`config.mk`:
```
export PLATFORM = sky130hd
export DESIGN_NAME = adc_conversion_control
export DESIGN_NICKNAME = d
export VERILOG_FILES = /design/src/adc_ctrl_pkg.sv /design/src/conv_timer.sv /design/src/adc_conversion_control.sv
export SDC_FILE = /design/constraint.sdc
export NUM_CORES = 1
export LEC_CHECK = 0
export ABC_AREA = 1
export BUFFER_PORTS_ARGS = -buffer_cell sky130_fd_sc_hd__buf_2
export CAP_MARGIN = 20
export CELL_PAD_IN_SITES_DETAIL_PLACEMENT = 1
export CELL_PAD_IN_SITES_GLOBAL_PLACEMENT = 2
export CORE_MARGIN = 4
export CORE_UTILIZATION = 33
export DETAILED_ROUTE_END_ITERATION = 7
export PLACE_DENSITY = 0.91
export SLEW_MARGIN = 20
export SYNTH_ARGS = -nofsm -noshare
export SYNTH_HDL_FRONTEND = slang
export SYNTH_SLANG_ARGS = --single-unit
export TNS_END_PERCENT = 5
```
`constraint.sdc`:
```
create_clock -name clk_sys -period 3.5 [get_ports clk_sys]
set_input_delay 0.175 -clock clk_sys [delete_from_list [all_inputs] [get_ports clk_sys]]
set_output_delay 0.175 -clock clk_sys [all_outputs]
set_load 0.01 [all_outputs]
```
`src/adc_ctrl_pkg.sv`:
```
package adc_ctrl_pkg;

    // ********************************************************
    // Register map
    // ********************************************************
    localparam logic [7:0] CTRL_ONE_ADDR    = 8'h0e;
    localparam logic [7:0] CTRL_TWO_ADDR    = 8'h0f;
    localparam logic [7:0] RESULT_HIGH_ADDR = 8'h20;
    localparam logic [7:0] RESULT_LOW_ADDR  = 8'h21;

    // ********************************************************
    // Field positions
    // ********************************************************
    localparam int CHAN_LSB      = 0;
    localparam int AIN_OFF_BIT   = 4;
    localparam int MODE_LSB      = 5;
    localparam int START_BIT     = 7;
    localparam int CONV_TIME_LSB = 1;
    localparam int EOC_BIT       = 5;
    localparam int BUSY_BIT      = 4;

    // ********************************************************
    // Reset values
    // ********************************************************
    localparam logic [7:0] CTRL_ONE_RESET = 8'h00;
    localparam logic [5:0] CTRL_TWO_RESET = 6'h00;
    localparam logic [9:0] RESULT_RESET   = 10'h000;

    // ********************************************************
    // Conversion lengths in high_freq_clock cycles
    // ********************************************************
    localparam logic [10:0] CONV_CYC_39   = 11'h027;
    localparam logic [10:0] CONV_CYC_78   = 11'h04e;
    localparam logic [10:0] CONV_CYC_156  = 11'h09c;
    localparam logic [10:0] CONV_CYC_312  = 11'h138;
    localparam logic [10:0] CONV_CYC_624  = 11'h270;
    localparam logic [10:0] CONV_CYC_1248 = 11'h4e0;

    typedef enum logic [1:0] {
        MODE_OFF    = 2'b00,
        MODE_SINGLE = 2'b01,
        MODE_RSVD   = 2'b10,
        MODE_REPEAT = 2'b11
    } operating_mode_e;

    typedef enum logic {
        ST_IDLE = 1'b0,
        ST_CONV = 1'b1
    } conv_state_e;

endpackage : adc_ctrl_pkg

```
`src/conv_timer.sv`:
```
`timescale 1ns/1ns
module conv_timer
    import adc_ctrl_pkg::*;
(
    input  wire logic        clk_sys,
    input  wire logic        rst,
    input  wire logic        start,
    input  wire logic        abort,
    input  wire logic [10:0] cycles,
    output logic             done
);
    logic [10:0] cnt_q;

    // ********************************************************
    // Cycle counter
    // ********************************************************
    // Loaded on the start cycle, so done rises exactly cycles later
    assign done = (cnt_q == 11'h001);

    always_ff @(posedge clk_sys) begin
        if (rst) begin
            cnt_q <= 11'h000;
        end else if (start) begin
            cnt_q <= cycles;
        end else if (abort) begin
            cnt_q <= 11'h000;
        end else if (cnt_q != 11'h000) begin
            cnt_q <= cnt_q - 11'h001;
        end
    end

endmodule : conv_timer

```
`src/adc_conversion_control.sv`:
```
// Summary of operation
// Four-bit channel field; codes 0-7 pick inputs, 8-15 reserved.
// Analog input off bit at 1 disables all analog input use.
// Mode 01 is single software start; mode 10 never starts.
// Software changes channel only while busy reads 0.
// Software sets analog input off when no channel is used.
// Start bit clears itself once conversion has begun.
// Software does not restart before end flag or interrupt.
// Standby resets both control registers and blocks their writes.
// Software writes 0 to bit 0, 1 to bit 4 of control two.
// Control two bits 7 and 6 read undefined (zero here).
// Time code selects 39 to 1248 clock cycles; 001, 111 reserved.
// Result bits 9-2 in high register, bits 1-0 at low bits 7-6.
// End flag reads 0 before or during conversion, 1 when done. Here it stays 1 during repeat-mode conversions after the first finish.
// Busy flag reads 1 during conversion, 0 when stopped.
// Busy sets at start, clears at finish and on standby.
// Reading the high result register clears the end flag.
// Software reads the low result register before the high.
// Low result register bits 3-0 read unstable (zero here).
// At finish result stored, end flag set, interrupt raised together.
// Mode 11 converts continuously, each finish launching the next.
// Writing mode 00 stops at once; interrupted value is dropped.
// Start written while busy is ignored.
// Timer signals finish exactly programmed cycles after start.
`timescale 1ns/1ns
module adc_conversion_control
    import adc_ctrl_pkg::*;
(
    input  wire logic       clk_sys,
    input  wire logic       rst,
    input  wire logic [7:0] reg_addr,
    input  wire logic [7:0] reg_wdata,
    input  wire logic       reg_wr,
    input  wire logic       reg_rd,
    output logic      [7:0] reg_rdata,
    input  wire logic       standby,
    input  wire logic [9:0] core_result,
    output logic            core_sample,
    output logic      [2:0] core_channel,
    output logic            analog_input_off,
    output logic            conversion_done_irq
);
    import adc_ctrl_pkg::*;

    // ********************************************************
    // Declarations
    // ********************************************************
    logic [3:0]      chan_q;
    logic            ain_off_q;
    operating_mode_e mode_q;
    logic            start_q;
    logic [5:0]      ctrl_two_q;
    conv_state_e     state_q;
    conv_state_e     state_d;
    logic [9:0]      result_q;
    logic            eoc_q;
    logic            irq_q;
    logic [7:0]      rdata_q;
    logic [10:0]     conv_len;
    logic            wr_one;
    logic            wr_two;
    logic            rd_high;
    logic            busy;
    logic            launch;
    logic            abort;
    logic            done;
    logic            capture;
    logic            relaunch;
    logic            timer_start;
    logic [10:0]     len_q;
    logic [10:0]     elapsed_q;

    // ********************************************************
    // Decode
    // ********************************************************
    // Standby blocks every control write
    assign wr_one  = reg_wr && (reg_addr == CTRL_ONE_ADDR) && !standby;
    assign wr_two  = reg_wr && (reg_addr == CTRL_TWO_ADDR) && !standby;
    assign rd_high = reg_rd && (reg_addr == RESULT_HIGH_ADDR);
    assign busy    = (state_q == ST_CONV);

    // reserved channels and R02: inputs off refuse a start
    // only single or repeat mode may launch
    assign launch = start_q && !standby && !busy && !chan_q[3]
                 && !ain_off_q
                 && (mode_q == MODE_SINGLE || mode_q == MODE_REPEAT);

    // mode 00 write stops at once
    assign abort = busy && (standby || (wr_one
                 && reg_wdata[MODE_LSB +: 2] == MODE_OFF));

    // interrupted conversions never reach the result
    assign capture  = done && !abort;
    // repeat mode relaunches on every finish
    assign relaunch = capture && (mode_q == MODE_REPEAT);
    assign timer_start = launch || relaunch;

    assign core_sample      = timer_start;
    assign core_channel     = chan_q[2:0];
    assign analog_input_off = ain_off_q;
    assign conversion_done_irq = irq_q;
    assign reg_rdata        = rdata_q;

    // ********************************************************
    // Conversion time
    // ********************************************************
    // code to cycles; reserved codes fall back to the longest
    always_comb begin
        case (ctrl_two_q[CONV_TIME_LSB +: 3])
            3'b000:  conv_len = CONV_CYC_39;
            3'b010:  conv_len = CONV_CYC_78;
            3'b011:  conv_len = CONV_CYC_156;
            3'b100:  conv_len = CONV_CYC_312;
            3'b101:  conv_len = CONV_CYC_624;
            3'b110:  conv_len = CONV_CYC_1248;
            default: conv_len = CONV_CYC_1248;
        endcase
    end

    // conversion timer
    conv_timer u_timer (
        .clk_sys (clk_sys),
        .rst     (rst),
        .start   (timer_start),
        .abort   (abort),
        .cycles  (conv_len),
        .done    (done)
    );

    // ********************************************************
    // Control register one
    // ********************************************************
    // standby holds the register at its initial value
    always_ff @(posedge clk_sys) begin
        if (rst || standby) begin
            chan_q    <= CTRL_ONE_RESET[CHAN_LSB +: 4];
            ain_off_q <= CTRL_ONE_RESET[AIN_OFF_BIT];
            mode_q    <= operating_mode_e'(CTRL_ONE_RESET[MODE_LSB +: 2]);
            start_q   <= CTRL_ONE_RESET[START_BIT];
        end else if (wr_one) begin
            chan_q    <= reg_wdata[CHAN_LSB +: 4];
            ain_off_q <= reg_wdata[AIN_OFF_BIT];
            mode_q    <= operating_mode_e'(reg_wdata[MODE_LSB +: 2]);
            // start while busy is dropped
            start_q   <= reg_wdata[START_BIT] && !busy;
        end else if (start_q) begin
            // clears once taken; a refused start also clears
            start_q <= 1'b0;
        end
    end

    // ********************************************************
    // Control register two
    // ********************************************************
    // standby initialises and locks this one too
    always_ff @(posedge clk_sys) begin
        if (rst || standby) begin
            ctrl_two_q <= CTRL_TWO_RESET;
        end else if (wr_two) begin
            ctrl_two_q <= reg_wdata[5:0];
        end
    end

    // ********************************************************
    // Conversion state
    // ********************************************************
    // busy follows start, finish and standby
    always_comb begin
        state_d = state_q;
        case (state_q)
            ST_IDLE: begin
                if (launch) begin
                    state_d = ST_CONV;
                end
            end
            ST_CONV: begin
                if (abort || (capture && !relaunch)) begin
                    state_d = ST_IDLE;
                end
            end
            default: state_d = ST_IDLE;
        endcase
    end

    always_ff @(posedge clk_sys) begin
        if (rst) begin
            state_q <= ST_IDLE;
        end else begin
            state_q <= state_d;
        end
    end

    // ********************************************************
    // Result and end flag
    // ********************************************************
    // store result; standby discards earlier results
    always_ff @(posedge clk_sys) begin
        if (rst || standby) begin
            result_q <= RESULT_RESET;
        end else if (capture) begin
            result_q <= core_result;
        end
    end

    // set on finish wins over clear by launch or R16: read
    always_ff @(posedge clk_sys) begin
        if (rst || standby) begin
            eoc_q <= 1'b0;
        end else if (capture) begin
            eoc_q <= 1'b1;
        end else if (launch || rd_high) begin
            eoc_q <= 1'b0;
        end
    end

    // one-cycle interrupt pulse alongside the flag
    always_ff @(posedge clk_sys) begin
        if (rst) begin
            irq_q <= 1'b0;
        end else begin
            irq_q <= capture;
        end
    end

    // ********************************************************
    // Read port
    // ********************************************************
    // undefined and unstable bits read zero
    always_ff @(posedge clk_sys) begin
        if (rst) begin
            rdata_q <= 8'h00;
        end else if (reg_rd) begin
            case (reg_addr)
                CTRL_ONE_ADDR:
                    rdata_q <= {start_q, mode_q, ain_off_q, chan_q};
                CTRL_TWO_ADDR:
                    rdata_q <= {2'b00, ctrl_two_q};
                RESULT_HIGH_ADDR:
                    rdata_q <= result_q[9:2];
                RESULT_LOW_ADDR:
                    rdata_q <= {result_q[1:0], eoc_q, busy, 4'h0};
                default:
                    rdata_q <= 8'h00;
            endcase
        end else begin
            rdata_q <= 8'h00;
        end
    end

    // ********************************************************
    // Checks
    // ********************************************************
    // Helper: cycles elapsed since the timer was started
    always_ff @(posedge clk_sys) begin
        if (rst) begin
            len_q     <= 11'h000;
            elapsed_q <= 11'h000;
        end else if (timer_start) begin
            len_q     <= conv_len;
            elapsed_q <= 11'h001;
        end else if (busy) begin
            elapsed_q <= elapsed_q + 11'h001;
        end
    end

    chk_start_self_clear: assert property (
        @(posedge clk_sys) disable iff (rst)
        launch |=> !start_q && busy)
        else $error("start bit did not clear on launch");

    chk_busy_ignores_start: assert property (
        @(posedge clk_sys) disable iff (rst)
        busy && wr_one && reg_wdata[START_BIT] |=> !start_q)
        else $error("start accepted while busy");

    chk_reserved_no_start: assert property (
        @(posedge clk_sys) disable iff (rst)
        !busy && start_q && (mode_q == MODE_RSVD || mode_q == MODE_OFF
                  || chan_q[3] || ain_off_q) |-> !core_sample ##1 !busy)
        else $error("launch in reserved or disabled setting");

    chk_timer_exact: assert property (
        @(posedge clk_sys) disable iff (rst)
        done && busy |-> elapsed_q == len_q)
        else $error("conversion length wrong");

    chk_capture_flags: assert property (
        @(posedge clk_sys) disable iff (rst)
        capture && !standby |=> eoc_q && irq_q
            && result_q == $past(core_result))
        else $error("finish did not store result and raise flags");

    chk_read_clears_eoc: assert property (
        @(posedge clk_sys) disable iff (rst)
        rd_high && !capture |=> !eoc_q)
        else $error("result read did not clear end flag");

    chk_abort_drops: assert property (
        @(posedge clk_sys) disable iff (rst)
        abort && !standby |=> !busy && !irq_q && $stable(result_q)
            ##1 !irq_q)
        else $error("aborted conversion was stored");

    chk_repeat_chain: assert property (
        @(posedge clk_sys) disable iff (rst)
        relaunch |=> busy && elapsed_q == 11'h001)
        else $error("repeat mode did not relaunch");

    chk_standby_resets: assert property (
        @(posedge clk_sys) disable iff (rst)
        standby |=> !busy && mode_q == MODE_OFF && ctrl_two_q == 6'h00)
        else $error("standby did not initialise control");

    chk_low_read_layout: assert property (
        @(posedge clk_sys) disable iff (rst)
        reg_rd && reg_addr == RESULT_LOW_ADDR |=>
            reg_rdata == {$past(result_q[1:0]), $past(eoc_q),
                          $past(busy), 4'h0})
        else $error("low result read layout wrong");

    chk_rdata_idle_zero: assert property (
        @(posedge clk_sys) disable iff (rst)
        !reg_rd |=> reg_rdata == 8'h00)
        else $error("read data did not return to zero");

    chk_launch_clears_eoc: assert property (
        @(posedge clk_sys) disable iff (rst)
        launch |=> !eoc_q)
        else $error("end flag not cleared at launch");

    cov_single_done: cover property (
        @(posedge clk_sys) disable iff (rst)
        capture && mode_q == MODE_SINGLE);

    cov_repeat_chain: cover property (
        @(posedge clk_sys) disable iff (rst)
        relaunch);

    cov_abort: cover property (
        @(posedge clk_sys) disable iff (rst)
        abort && !standby);

    cov_refused_start: cover property (
        @(posedge clk_sys) disable iff (rst)
        start_q && !busy && !launch);

endmodule : adc_conversion_control

```
==> impl_metrics.json <==
{
  "status": "finished, final reports clean",
  "slew_headroom_pct": 40.4,
  "vias_per_cell": 4.83,
  "grt_setup_unrepaired": "no",
  "drv_cap": 0,
  "core_area_um2": 7290,
  "fin_crit_sh_pct": 62.5,
  "path_clk_slew_ns": 0.08,
  "grt_pass1_vias": 2471,
  "die-width_um": 94.8,
  "drive_gt1_share_pct": 18.4,
  "yosys_warnings": 0,
  "fin_util_pct": 39.7,
  "port_buffers": 44,
  "nFillCells": 965,
  "clock_latency_ns": 0.30,
  "power.density_nw_per_um2": 655,
  "synth_edf_count": 0,
  "path_delay_family": "simple AND/OR/NAND/NOR gates",
  "initialDrtViolationCount": 94,
  "num_vias": 2365,
  "cts_setup_buffers": 0,
  "crit_slowest_cell": "nand4_1",
  "critPathBufInv": 1,
  "holdBufCountCts": 0,
  "combPwrFrac_pct": 39.9,
  "netlist-cell-type-count": 37,
  "drc": 0,
  "routabilityCongestion": 0.791,
  "die-area_um2": 8990,
  "fmax_ghz": 0.457,
  "seq_area_frac_synth_pct": 37.0,
  "peakVddDrop_mv": 0.189,
  "synthToLayoutAreaGrowth_pct": 16.4,
  "clock_sinks": 46,
  "avgRoutedWirePerCell_um": 14.2,
  "pin_count": 45,
  "switching_power_uw": 719,
  "place_hpwl_um": 5500,
  "worst_ep_required_time_ns": 3.32,
  "pre_cts_slack_ns": 1.55,
  "p_int_uw": 1180,
  "grt_start_max_net_pins": 25,
  "setup_slack_ns": 1.31,
  "hold_class": "primary input to register",
  "finalSetupViolCount": 0,
  "syn_nets": 386,
  "finalMaxSlewViolations": 0,
  "fin_skew_ns": 0.00907,
  "crit_chain": "nor2_1, nand4_1, nand2_4, buf_2",
  "diodes": 0,
  "setup_tns_ns": 0,
  "path_max_fanout": 15,
  "min_period_ns": 2.19,
  "post_cts_resized": 0,
  "mappedNetlistArea_um2": 2490,
  "tightest_slew_ns": 0.891,
  "async_flop_share_pct": 0,
  "final_cell_mix": "61 x nand2_1, 59 x nor2_1, 56 x inv_1",
  "p_seq_share_pct": 34.3,
  "leakage_uw": 0.00135,
  "cp-start-kind": "register",
  "slowest_delay_ns": 0.61,
  "layout_commonest_cell": "nand2_1",
  "cts_buffers": 5,
  "postRouteWirelength_um": 6950,
  "grt_util_all_layers_pct": 16.7,
  "critPathCaptureType": "output pin",
  "clockBufferDepth": 2,
  "nets": 426,
  "synth-main-ff-cell": "dfxtp_1",
  "cts_tree": "built",
  "syn_inst": 350,
  "fp-row-count": 31,
  "finalHoldViolCount": 0,
  "r2r_setup_slack_ns": 1.49,
  "p_clk_share_pct": 25.8,
  "grt_antenna_before_repair": 0,
  "worstSetupPathType": "register to output pin",
  "grt_pass1_wl_um": 11800,
  "cts_root_buf": "clkbuf_8",
  "die_h_um": 94.8,
  "start_util_pct": 34.1,
  "drt-pass1-iter-count": 4,
  "drtAntennaViolNets": 0,
  "cp.arrival_ns": 2.01,
  "ys_ff_latch": 46,
  "netSwitchingFraction_pct": 37.9,
  "post_synth.cell_area_avg_um2": 7.11,
  "grt_overflow_total": 0,
  "h-tree-depth": 2
}
final timing paths:
check / endpoint / startpoint / cells past startpoint
worst max-delay path: core_sample / busy$_SDFF_PP0_ / 4
worst min-delay path: start_q$_SDFF_PP0_ / reg_wdata[7] / 3
worst max register to register: u_timer.cnt_q[7]$_SDFFE_PP0P_ / busy$_SDFF_PP0_ / 5
worst min register to register: result_q[8]$_SDFFE_PP0P_ / result_q[8]$_SDFFE_PP0P_ / 2
sequential cells by signal, summed over array words and instances, names as in the netlist:
signal,flops
u_timer.cnt_q,11
result_q,10
reg_rdata,8
ctrl_two_q,6
chan_q,4
mode_q,2
analog_input_off,1
busy,1
conversion_done_irq,1
eoc_q,1
start_q,1
cell usage after synthesis, types with 5 or more instances:
library cell / n / area share [%]
nand4_1: 10 / 2.5
o221ai_1: 5 / 1.8
nand2_1: 61 / 9.2
o21ai_0: 6 / 1.2
a211oi_1: 14 / 4.2
ha_1: 5 / 2.5
dfxtp_1: 46 / 37
nand3_1: 17 / 3.4
nor2_1: 59 / 8.9
inv_1: 56 / 8.5
nor3_1: 14 / 2.8
a21oi_1: 9 / 1.8
power by group through the flow:
stage / logic [µW] / clock network (µW) / registers (µW)
6_report: 757 / 489 / 650
5_1_grt: 865 / 524 / 659
4_1_cts: 769 / 500 / 650
3_5_place_dp: 761 / 0 / 661
3_3_place_gp: 743 / 0 / 663
2_1_floorplan: 593 / 0 / 646
cells by family after synthesis:
| family | Yosys count | synth area share (%) |
|---|---|---|
| buf+inv | 69 | 12.1 |
| flops | 46 | 37.0 |
| fa+ha+maj | 5 | 2.52 |
| xor+xnor | 3 | 1.06 |
| simple gates | 179 | 34.0 |
| compound gates | 48 | 13.3 |
stage by stage:
stage / cell area (µm²) / total power, µW / hold WS (ns) / std cells
after floorplan: 2490 / 1240 / 0.242 / 350
after global placement: 2750 / 1410 / 0.446 / 482
after detailed placement: 2750 / 1420 / 0.454 / 482
after CTS: 2900 / 1920 / 0.130 / 490
after global routing: 2900 / 2050 / 0.125 / 490
final: 2900 / 1900 / 0.140 / 490
worst min-delay path, cell delays in order:
cell and delay [ns]:
buf_2 0.11, nand3_1 0.07, nor2_1 0.04
layer usage:
| metal | vias up | wire length (µm) | GRT usage, % |
|---|---|---|---|
| li1 | 1222 | - | - |
| met1 | 1091 | 3180 | 21.7 |
| met2 | 43 | 3380 | 28.2 |
| met3 | 9 | 311 | 3.90 |
| met4 | 0 | 75 | 3.49 |
| met5 | - | 0 | 0 |
cell type report:
cell class	count	area, µm²	area share (%)
Clock buffer	6	82.6	2.85
Clock inverter	2	60.1	2.07
Inverter	58	223	7.69
Multi-Input combinational cell	235	1270	43.7
Sequential cell	46	921	31.8
Tap cell	99	124	4.28
Timing Repair Buffer	44	220	7.60
Power figures use the tool's default switching activity.
